===== src/rtl/exposure_readout_defines.svh =====
`ifndef EXPOSURE_READOUT_DEFINES_SVH
`define EXPOSURE_READOUT_DEFINES_SVH

// ************************************************
// timing
// ************************************************
`define SEQ_CLK_PERIOD_NS 5
// exposure-active output lag behind the exposure phase
`define SEQ_EXPOSURE_ACTIVE_OUT_DLY_NS 20
`define SEQ_EXPOSURE_ACTIVE_OUT_DLY_CYC ((`SEQ_EXPOSURE_ACTIVE_OUT_DLY_NS + `SEQ_CLK_PERIOD_NS - 1) / `SEQ_CLK_PERIOD_NS)

// ************************************************
// sizes and reset routing
// ************************************************
`define SEQ_CNT_W 20
`define SEQ_NUM_LINES 2
`define SEQ_SEL_W 1
// physical line 1 is index 0, line 2 is index 1
`define SEQ_EXPOSURE_ACTIVE_OUT_LINE 0
`define SEQ_SAFE_LINE 1

`endif


===== src/rtl/exposure_readout_pkg.sv =====
package exposure_readout_pkg;

    // ************************************************
    // output line sources
    // ************************************************
    typedef enum logic [1:0] {
        SRC_OFF,
        SRC_EXPOSURE_ACTIVE,
        SRC_TRIGGER_SAFE
    } line_src_t;

    // ************************************************
    // sequencer status
    // ************************************************
    typedef struct packed {
        logic exposing;
        logic reading;
        logic overlapped;
    } seq_status_t;

endpackage : exposure_readout_pkg


===== src/rtl/exposure_readout_sequencer.sv =====
// Notes on behaviour
// each acquisition is exposure first, then sensor readout after exposure ends
// non-overlapped: exposure and readout of one image finish before next starts
// normal variant accepts a new exposure while prior readout still runs
// overlap is not a setting; it follows from trigger spacing only
// trigger source must not start exposure during a running exposure
// trigger source must not end exposure before prior readout completes
// triggers breaking either overlap condition are discarded unacted
// restricted variant: exposure waits until previous readout fully completes
// restricted variant: longer exposure lowers the highest reachable frame rate
// readiness output shows when a hardware trigger may start next acquisition
// exposure-active output high at exposure start, low at exposure end
// exposure-active edges lag the real exposure edges by a fixed delay
// exposure-active routed to line 1 after reset; routing reconfigurable
// routing is select line first, then write that line's source
// readiness high when safe, low at acquisition start, high again when safe
// acquisition start attempts while readiness is low are ignored
// separate exposing and reading flags decide trigger acceptance; normal variant checks the remaining readout count, not the reading flag
`timescale 1ns/1ps
`include "exposure_readout_defines.svh"
`default_nettype none

module exposure_readout_sequencer
    import exposure_readout_pkg::*;
#(
    parameter int CNT_W = `SEQ_CNT_W,
    parameter int NUM_LINES = `SEQ_NUM_LINES,
    parameter int SEL_W = `SEQ_SEL_W,
    parameter int DLY_CYC = `SEQ_EXPOSURE_ACTIVE_OUT_DLY_CYC
) (
    input wire logic mclk_in,
    input wire logic rstn_in,
    input wire logic trigger_in,
    input wire logic restricted_in,
    input wire logic [CNT_W-1:0] exp_time_in,
    input wire logic [CNT_W-1:0] readout_time_in,
    input wire logic line_sel_wr_in,
    input wire logic [SEL_W-1:0] line_sel_in,
    input wire logic line_src_wr_in,
    input wire line_src_t line_src_in,
    output logic exposure_active_out,
    output logic trigger_safe_out,
    output logic trigger_dropped_out,
    output seq_status_t status_out,
    output logic [NUM_LINES-1:0] line_out
);

    // ************************************************
    // phase counters
    // ************************************************
    logic [CNT_W-1:0] exp_cnt_r;
    logic [CNT_W-1:0] exp_cnt_nxt;
    logic [CNT_W-1:0] rd_cnt_r;
    logic [CNT_W-1:0] rd_cnt_nxt;
    logic exp_busy;
    logic rd_busy;
    logic exp_end;
    logic safe;
    logic accept;

    assign exp_busy = (exp_cnt_r != '0);
    assign rd_busy = (rd_cnt_r != '0);
    assign exp_end = (exp_cnt_r == {{(CNT_W-1){1'b0}}, 1'b1});

    // readout left must not outlast the new exposure
    always_comb begin
        safe = 1'b0;
        if (!exp_busy && (exp_time_in != '0)) begin
            if (restricted_in) begin
                safe = !rd_busy;
            end else begin
                safe = (rd_cnt_r <= exp_time_in);
            end
        end
    end

    assign accept = trigger_in && safe;
    assign trigger_safe_out = safe;

    always_comb begin
        exp_cnt_nxt = exp_cnt_r;
        if (accept) begin
            exp_cnt_nxt = exp_time_in;
        end else if (exp_busy) begin
            exp_cnt_nxt = exp_cnt_r - {{(CNT_W-1){1'b0}}, 1'b1};
        end
    end

    // readout only ever begins in the cycle after the exposure's last cycle
    always_comb begin
        rd_cnt_nxt = rd_cnt_r;
        if (exp_end) begin
            rd_cnt_nxt = readout_time_in;
        end else if (rd_busy) begin
            rd_cnt_nxt = rd_cnt_r - {{(CNT_W-1){1'b0}}, 1'b1};
        end
    end

    always_ff @(posedge mclk_in or negedge rstn_in) begin
        if (!rstn_in) begin
            exp_cnt_r <= '0;
            rd_cnt_r <= '0;
        end else begin
            exp_cnt_r <= exp_cnt_nxt;
            rd_cnt_r <= rd_cnt_nxt;
        end
    end

    // ************************************************
    // status and discard flag
    // ************************************************
    seq_status_t status_r;
    seq_status_t status_nxt;
    logic drop_r;
    logic drop_nxt;

    always_comb begin
        status_nxt = status_r;
        status_nxt.exposing = (exp_cnt_nxt != '0);
        status_nxt.reading = (rd_cnt_nxt != '0);
        if (accept) begin
            status_nxt.overlapped = rd_busy;
        end
        drop_nxt = trigger_in && !safe;
    end

    always_ff @(posedge mclk_in or negedge rstn_in) begin
        if (!rstn_in) begin
            status_r <= '0;
            drop_r <= 1'b0;
        end else begin
            status_r <= status_nxt;
            drop_r <= drop_nxt;
        end
    end

    assign status_out = status_r;
    assign trigger_dropped_out = drop_r;

    // ************************************************
    // exposure-active delay line
    // ************************************************
    // needs DLY_CYC of at least 2
    logic [DLY_CYC-1:0] dly_r;
    logic [DLY_CYC-1:0] dly_nxt;

    always_comb begin
        dly_nxt = {dly_r[DLY_CYC-2:0], exp_busy};
    end

    always_ff @(posedge mclk_in or negedge rstn_in) begin
        if (!rstn_in) begin
            dly_r <= '0;
        end else begin
            dly_r <= dly_nxt;
        end
    end

    assign exposure_active_out = dly_r[DLY_CYC-1];

    // ************************************************
    // output line routing
    // ************************************************
    function automatic logic line_drive(input line_src_t src, input logic ea, input logic ts);
        logic v;
        v = 1'b0;
        unique case (src)
            SRC_OFF: v = 1'b0;
            SRC_EXPOSURE_ACTIVE: v = ea;
            SRC_TRIGGER_SAFE: v = ts;
            default: v = 1'b0;
        endcase
        return v;
    endfunction : line_drive

    logic [SEL_W-1:0] sel_r;
    logic [SEL_W-1:0] sel_nxt;
    line_src_t src_r [NUM_LINES];
    line_src_t src_nxt [NUM_LINES];
    logic [NUM_LINES-1:0] line_r;
    logic [NUM_LINES-1:0] line_nxt;

    always_comb begin
        sel_nxt = sel_r;
        if (line_sel_wr_in) begin
            sel_nxt = line_sel_in;
        end
    end

    always_ff @(posedge mclk_in or negedge rstn_in) begin
        if (!rstn_in) begin
            sel_r <= '0;
        end else begin
            sel_r <= sel_nxt;
        end
    end

    generate
        for (genvar i = 0; i < NUM_LINES; i++) begin : g_line
            // source write lands on the line chosen earlier
            always_comb begin
                src_nxt[i] = src_r[i];
                if (line_src_wr_in && (sel_r == SEL_W'(i))) begin
                    src_nxt[i] = line_src_in;
                end
                line_nxt[i] = line_drive(src_r[i], exposure_active_out, safe);
            end

            always_ff @(posedge mclk_in or negedge rstn_in) begin
                if (!rstn_in) begin
                    if (i == `SEQ_EXPOSURE_ACTIVE_OUT_LINE) begin
                        src_r[i] <= SRC_EXPOSURE_ACTIVE;
                    end else if (i == `SEQ_SAFE_LINE) begin
                        src_r[i] <= SRC_TRIGGER_SAFE;
                    end else begin
                        src_r[i] <= SRC_OFF;
                    end
                    line_r[i] <= 1'b0;
                end else begin
                    src_r[i] <= src_nxt[i];
                    line_r[i] <= line_nxt[i];
                end
            end
        end
    endgenerate

    assign line_out = line_r;
endmodule : exposure_readout_sequencer

`default_nettype wire


===== config.mk =====
export PLATFORM = sky130hd
export DESIGN_NAME = exposure_readout_sequencer
export DESIGN_NICKNAME = d
export VERILOG_FILES = /design/src/rtl/exposure_readout_pkg.sv /design/src/rtl/exposure_readout_sequencer.sv
export VERILOG_INCLUDE_DIRS = /design/src /design/src/rtl
export SDC_FILE = /design/constraint.sdc
export NUM_CORES = 1
export LEC_CHECK = 0
export ABC_AREA = 0
export BUFFER_PORTS_ARGS = -buffer_cell sky130_fd_sc_hd__clkbuf_2
export CELL_PAD_IN_SITES_DETAIL_PLACEMENT = 1
export CELL_PAD_IN_SITES_GLOBAL_PLACEMENT = 1
export CORE_ASPECT_RATIO = 1.25
export CORE_MARGIN = 4
export CORE_UTILIZATION = 39
export DETAILED_ROUTE_END_ITERATION = 6
export PLACE_DENSITY = 0.81
export SYNTH_ARGS = -nofsm -noshare
export SYNTH_HDL_FRONTEND = slang
export SYNTH_SLANG_ARGS = --single-unit

===== constraint.sdc =====
create_clock -name mclk_in -period 2.5 [get_ports mclk_in]
set_input_delay 0.125 -clock mclk_in [delete_from_list [all_inputs] [get_ports mclk_in]]
set_output_delay 0.125 -clock mclk_in [all_outputs]
set_load 0.005 [all_outputs]

After elaboration in Yosys (flattened, before gate mapping)
Cells that the tools add are included.
{ "word_totals": {"ff_bits": 55, "in_bits": 49, "output_inout_bits": 8, "elab_cells": 42} }
{ "op_classes": {"add_sub_neg": 2, "n_lt_le_gt_ge": 1, "n_eq_ne": 5, "muxes": 8, "n_bitwise": 1, "reduce_logical": 13} }
{ "op_table": {"columns": ["cell", "count"], "rows": [
  ["20-bit nonzero test", 5],
  ["20-bit two-way mux", 4],
  ["20-bit by 1-bit subtractor with 20-bit output, second input constant", 2],
  ["20-bit by 1-bit == test with 1-bit output, second input constant", 1],
  ["20-bit <= comparator", 1],
  ["1-bit logical AND", 5],
  ["2-bit by 1-bit == test with 1-bit output, second input constant", 2],
  ["2-bit == test, second input constant", 2],
  ["1-bit one-hot mux with 2 select lines", 2],
  ["1-bit zero test", 3],
  ["1-bit two-way mux", 2],
  ["1-bit NOT", 1]
]} }

Longest topological paths before layout
{ "logic_depth": {"word_depth": 7, "depth_mapped": 11, "mapped_depth_nobuf": 9} }

Least setup slack after synthesis
No wires, ideal clock.
{ "synth_timing": {"path_kind": "register to register", "startpoint": "register exp_cnt_r[9]", "endpoint": "register status_r, in the netlist status_out[2]", "setup_time_ns": 0.139, "t_arrival_ns": 2.508, "setup_slack_ns": -0.146, "stages_incl_launch_ff": 9, "path_buffers": 1, "period_less_slack_ns": 2.646, "cell_sequence": "dfrtp_1 > clkbuf_1 > or4_1 > nor4_1 > nand3b_1 > xnor2_1 > a2111oi_1 > nand4_1 > or4_1"} }
{ "synth_rtl": {"columns": ["item", "line", "text"], "rows": [
  ["from (decl)", "exposure_readout_sequencer.sv:51", "logic [CNT_W-1:0] exp_cnt_r;"],
  ["from (signal assigned)", "exposure_readout_sequencer.sv:104", "exp_cnt_r <= exp_cnt_nxt;"],
  ["to (signal assigned)", "exposure_readout_sequencer.sv:132", "status_r <= status_nxt;"],
  ["to (decl)", "exposure_readout_sequencer.sv:112", "seq_status_t status_r;"]
]} }

==> reports/metrics.cfg <==
[timing]
max_slew_violation_count=0
fmaxAchievable_ghz=0.367
finalCriticalPeriod_ps=2720
fin_skew_ps=6.24
slew-limit-headroom_pct=44.7
setup-violations-final=24
worstMarginPinSlew_ps=829
grt_setup_unrepaired=true
min_period_over_period_pct=109
hold_viol=0
timing.setup.tns_ps=-2210
timing.final.ws_setup_ps=-224

[finish]
layout.cells.most_common=sky130_fd_sc_hd__buf_4
layout.cells.most_common_list=sky130_fd_sc_hd__buf_4, sky130_fd_sc_hd__clkbuf_2, sky130_fd_sc_hd__dfrtp_1
area_growth_pct=47.5
final-instance-count-excl-fill=695
nNetsFinal=647
n_antenna_cell=0
layout-drive-gt1-share_pct=41.6

[placement]
io_buffer_count=56
routabilityCongestion=1.01
dp_slack_ps=-324
post-place-cells=673
dp_hpwl_microns=11200

[synthesis]
postSynthCellCount=417
syn-cell-area_sq_um=3720
synthDistinctLibCells=62
postSynthRegisterBits=55
yosys_warnings=0
ys.flop_type=sky130_fd_sc_hd__dfrtp_1
synth_edf_count=0
synthArstFlopShare_pct=100
synth.net_count=493
yosysSeqAreaShare_pct=37.0
synth.avg_cell_area_sq_um=8.93

[hold_path]
holdCritPathClass=input pin to flip-flop
worst_hold_path.endpoint=sel_r$_DFFE_PN0P_
hold-path-cell-count=2
worstHoldStart=line_sel_in

[global_routing]
grt_antenna_before_repair=0
global_route_wire_length_before_repair_microns=24200
globalRoute.totalOverflow=0
grtUsageTotal_pct=29.0
via_count_of_the_first_global_routing_pass=4584
grt_start_max_net_pins=30

[worst_setup_path]
r2r_slack_ps=-220
r2r_start=exp_cnt_r[8]$_DFF_PN0_
crit_type=flip-flop to flip-flop
worstRegToRegCells=8
cp.arrival_ps=2900
worstSetupStartpointType=flip-flop
cp-end-kind=flip-flop
critPathRequiredTime_ps=2680
worstReg2RegEnd=status_out[2]$_DFF_PN0_
crit_path_max_fanout=6

[drt]
vias=4293
routed_wire_length_per_instance_microns=24.9
ant_nets=0
viasPerCell=6.18
route.met3.wl_microns=900
wirelength_met1_microns=5970
route.met2.wl_microns=9150
detail_route.wirelength_microns=17300
top_signal_layer_used=met4
drt_iter0_markers=272
drcViolationCount=0
detailedRoute.firstPassIterationCount=5

[clocking]
htree_levels=2
cts.sink_count=55
clock_transition_at_path_regs_ps=80
tritoncts=done
cts-root-to-sink-buffers=2
clock_insertion_delay_worst_skew_ps=310
tritoncts.num_buffers=5
cts-root-buf=sky130_fd_sc_hd__clkbuf_16

[floorplan]
boundaryPins=57
die_height_microns=117
design.core.area_sq_um=9220
starting_density_of_the_core_pct=40.4
die_outline_width_microns=95.4
dieArea_sq_um=11200
std_cell_rows=39

[power]
p_per_cell_area_nw_per_um2=376
vdd.ir_drop.worst_uv=296
leakagePower_nw=2.38

[flow_run]
cap_violations=0

[run_status]
violations=setup timing
status=complete, but fails checks

==> layout make-up <==
type	instances	area [sq um]
Fill cell	1057	3730
Multi-Input combinational cell	312	2510
Sequential cell	55	1380
Timing Repair Buffer	163	1170
Tap cell	123	154
Inverter	34	128
Clock buffer	5	125
Clock inverter	3	27.5
==> stage by stage <==
stage / power, mW / cell area (sq um) / utilization, % / hold slack [ps]
CTS: 2.02 / 5290 / 57.3 / 63.2
floorplan: 1.08 / 3760 / - / -171
global placement: 1.22 / 4830 / 52.3 / 231
detailed placement: 1.25 / 4830 / 52.3 / 250
finish: 2.06 / 5490 / 59.6 / 59.6
global route: 2.14 / 5490 / 59.6 / 63.3
==> worst max-delay path by stage <==
stage / start / endpoint / slack [ps] / cells past startpoint
CTS: exp_cnt_r[15]$_DFF_PN0_ / status_out[2]$_DFF_PN0_ / -100 / 7
detailed placement: rd_cnt_r[19]$_DFF_PN0_ / status_out[2]$_DFF_PN0_ / -320 / 10
global placement: rd_cnt_r[17]$_DFF_PN0_ / status_out[2]$_DFF_PN0_ / -140 / 10
finish: exp_cnt_r[8]$_DFF_PN0_ / status_out[2]$_DFF_PN0_ / -220 / 8
floorplan: exp_cnt_r[9]$_DFF_PN0_ / status_out[2]$_DFF_PN0_ / -40 / 8
global route: exp_cnt_r[8]$_DFF_PN0_ / status_out[2]$_DFF_PN0_ / -320 / 8
==> logic make-up after synthesis <==
group                      after synthesis  synth area share [%]
AOI/OAI and AO/OA                       98                  17.1
xor gates and xnor gates                23                  5.41
adders and majority gates               27                  9.07
buffers and inverters                   50                  5.95
DFF                                     55                  37.0
muxes                                    8                  2.35
and+or+nand+nor                        156                  23.1
==> Yosys cell counts, types with 3 or more instances <==
master | instances | share of area (%)
sky130_fd_sc_hd__dfrtp_1 | 53 | 36
sky130_fd_sc_hd__mux2_1 | 3 | 0.91
sky130_fd_sc_hd__or3_1 | 6 | 1.0
sky130_fd_sc_hd__nor2_1 | 29 | 2.9
sky130_fd_sc_hd__nand3_1 | 9 | 1.2
sky130_fd_sc_hd__xor2_1 | 6 | 1.4
sky130_fd_sc_hd__a211oi_1 | 4 | 0.81
sky130_fd_sc_hd__buf_2 | 3 | 0.40
sky130_fd_sc_hd__o21a_1 | 3 | 0.60
sky130_fd_sc_hd__or4_1 | 5 | 1.0
sky130_fd_sc_hd__a21oi_1 | 14 | 1.9
sky130_fd_sc_hd__a31oi_1 | 8 | 1.3
sky130_fd_sc_hd__nor3_1 | 21 | 2.8
sky130_fd_sc_hd__o211ai_1 | 3 | 0.60
sky130_fd_sc_hd__ha_1 | 27 | 9.1
sky130_fd_sc_hd__nor4b_1 | 3 | 0.71
sky130_fd_sc_hd__inv_1 | 33 | 3.3
sky130_fd_sc_hd__o31ai_1 | 8 | 1.6
sky130_fd_sc_hd__nand4_1 | 9 | 1.5
sky130_fd_sc_hd__buf_6 | 3 | 0.91
sky130_fd_sc_hd__o21ai_0 | 17 | 2.3
sky130_fd_sc_hd__and3_1 | 6 | 1.0
sky130_fd_sc_hd__nor4_2 | 4 | 1.3
sky130_fd_sc_hd__nor4_1 | 19 | 3.2
sky130_fd_sc_hd__o21ai_1 | 16 | 2.1
sky130_fd_sc_hd__a21o_1 | 4 | 0.81
sky130_fd_sc_hd__nand2_1 | 27 | 2.7
sky130_fd_sc_hd__nor2b_1 | 3 | 0.50
sky130_fd_sc_hd__xnor2_1 | 17 | 4.0
sky130_fd_sc_hd__mux2_2 | 3 | 0.91
sky130_fd_sc_hd__clkbuf_1 | 8 | 0.81
==> metal layers <==
| layer | vias to the layer above | GRT usage [%] |
|---|---|---|
| met2 | 219 | 54.6 |
| li1 | 1847 | - |
| met5 | - | 0 |
| met4 | 0 | 16.9 |
| met1 | 2127 | 30.0 |
| met3 | 100 | 4.41 |
==> state kept, by name, indices dropped and copies added (netlist names) <==
signal,cells
dly_r,4
exp_cnt_r,20
line_out,2
rd_cnt_r,20
sel_r,1
src_r,4
status_out,3
trigger_dropped_out,1
==> worst max-delay path, cell delays in order (launching register included) <==
cell	delay, ps
sky130_fd_sc_hd__dfrtp_1	410
sky130_fd_sc_hd__buf_4	150
sky130_fd_sc_hd__nor4_4	330
sky130_fd_sc_hd__and4_2	410
sky130_fd_sc_hd__a211o_1	370
sky130_fd_sc_hd__nor4_2	100
sky130_fd_sc_hd__xnor2_1	250
sky130_fd_sc_hd__nand2_1	70
sky130_fd_sc_hd__or4_1	500
==> where the power goes <==
part | total (mW) | internal (mW) | switching [mW]
Clock | 0.750 | 0.383 | 0.367
Sequential | 0.959 | 0.926 | 0.0333
Combinational | 0.355 | 0.156 | 0.199
==> what timing repair did <==
item	in CTS	in global routing
hold endpoints to repair	26	0
pin swaps	16	8
buffers inserted	9	4
resized for setup	42	26
cloned	0	1
setup endpoints to repair	27	23
hold buffers	1	0
Power figures use the tool's default switching activity.
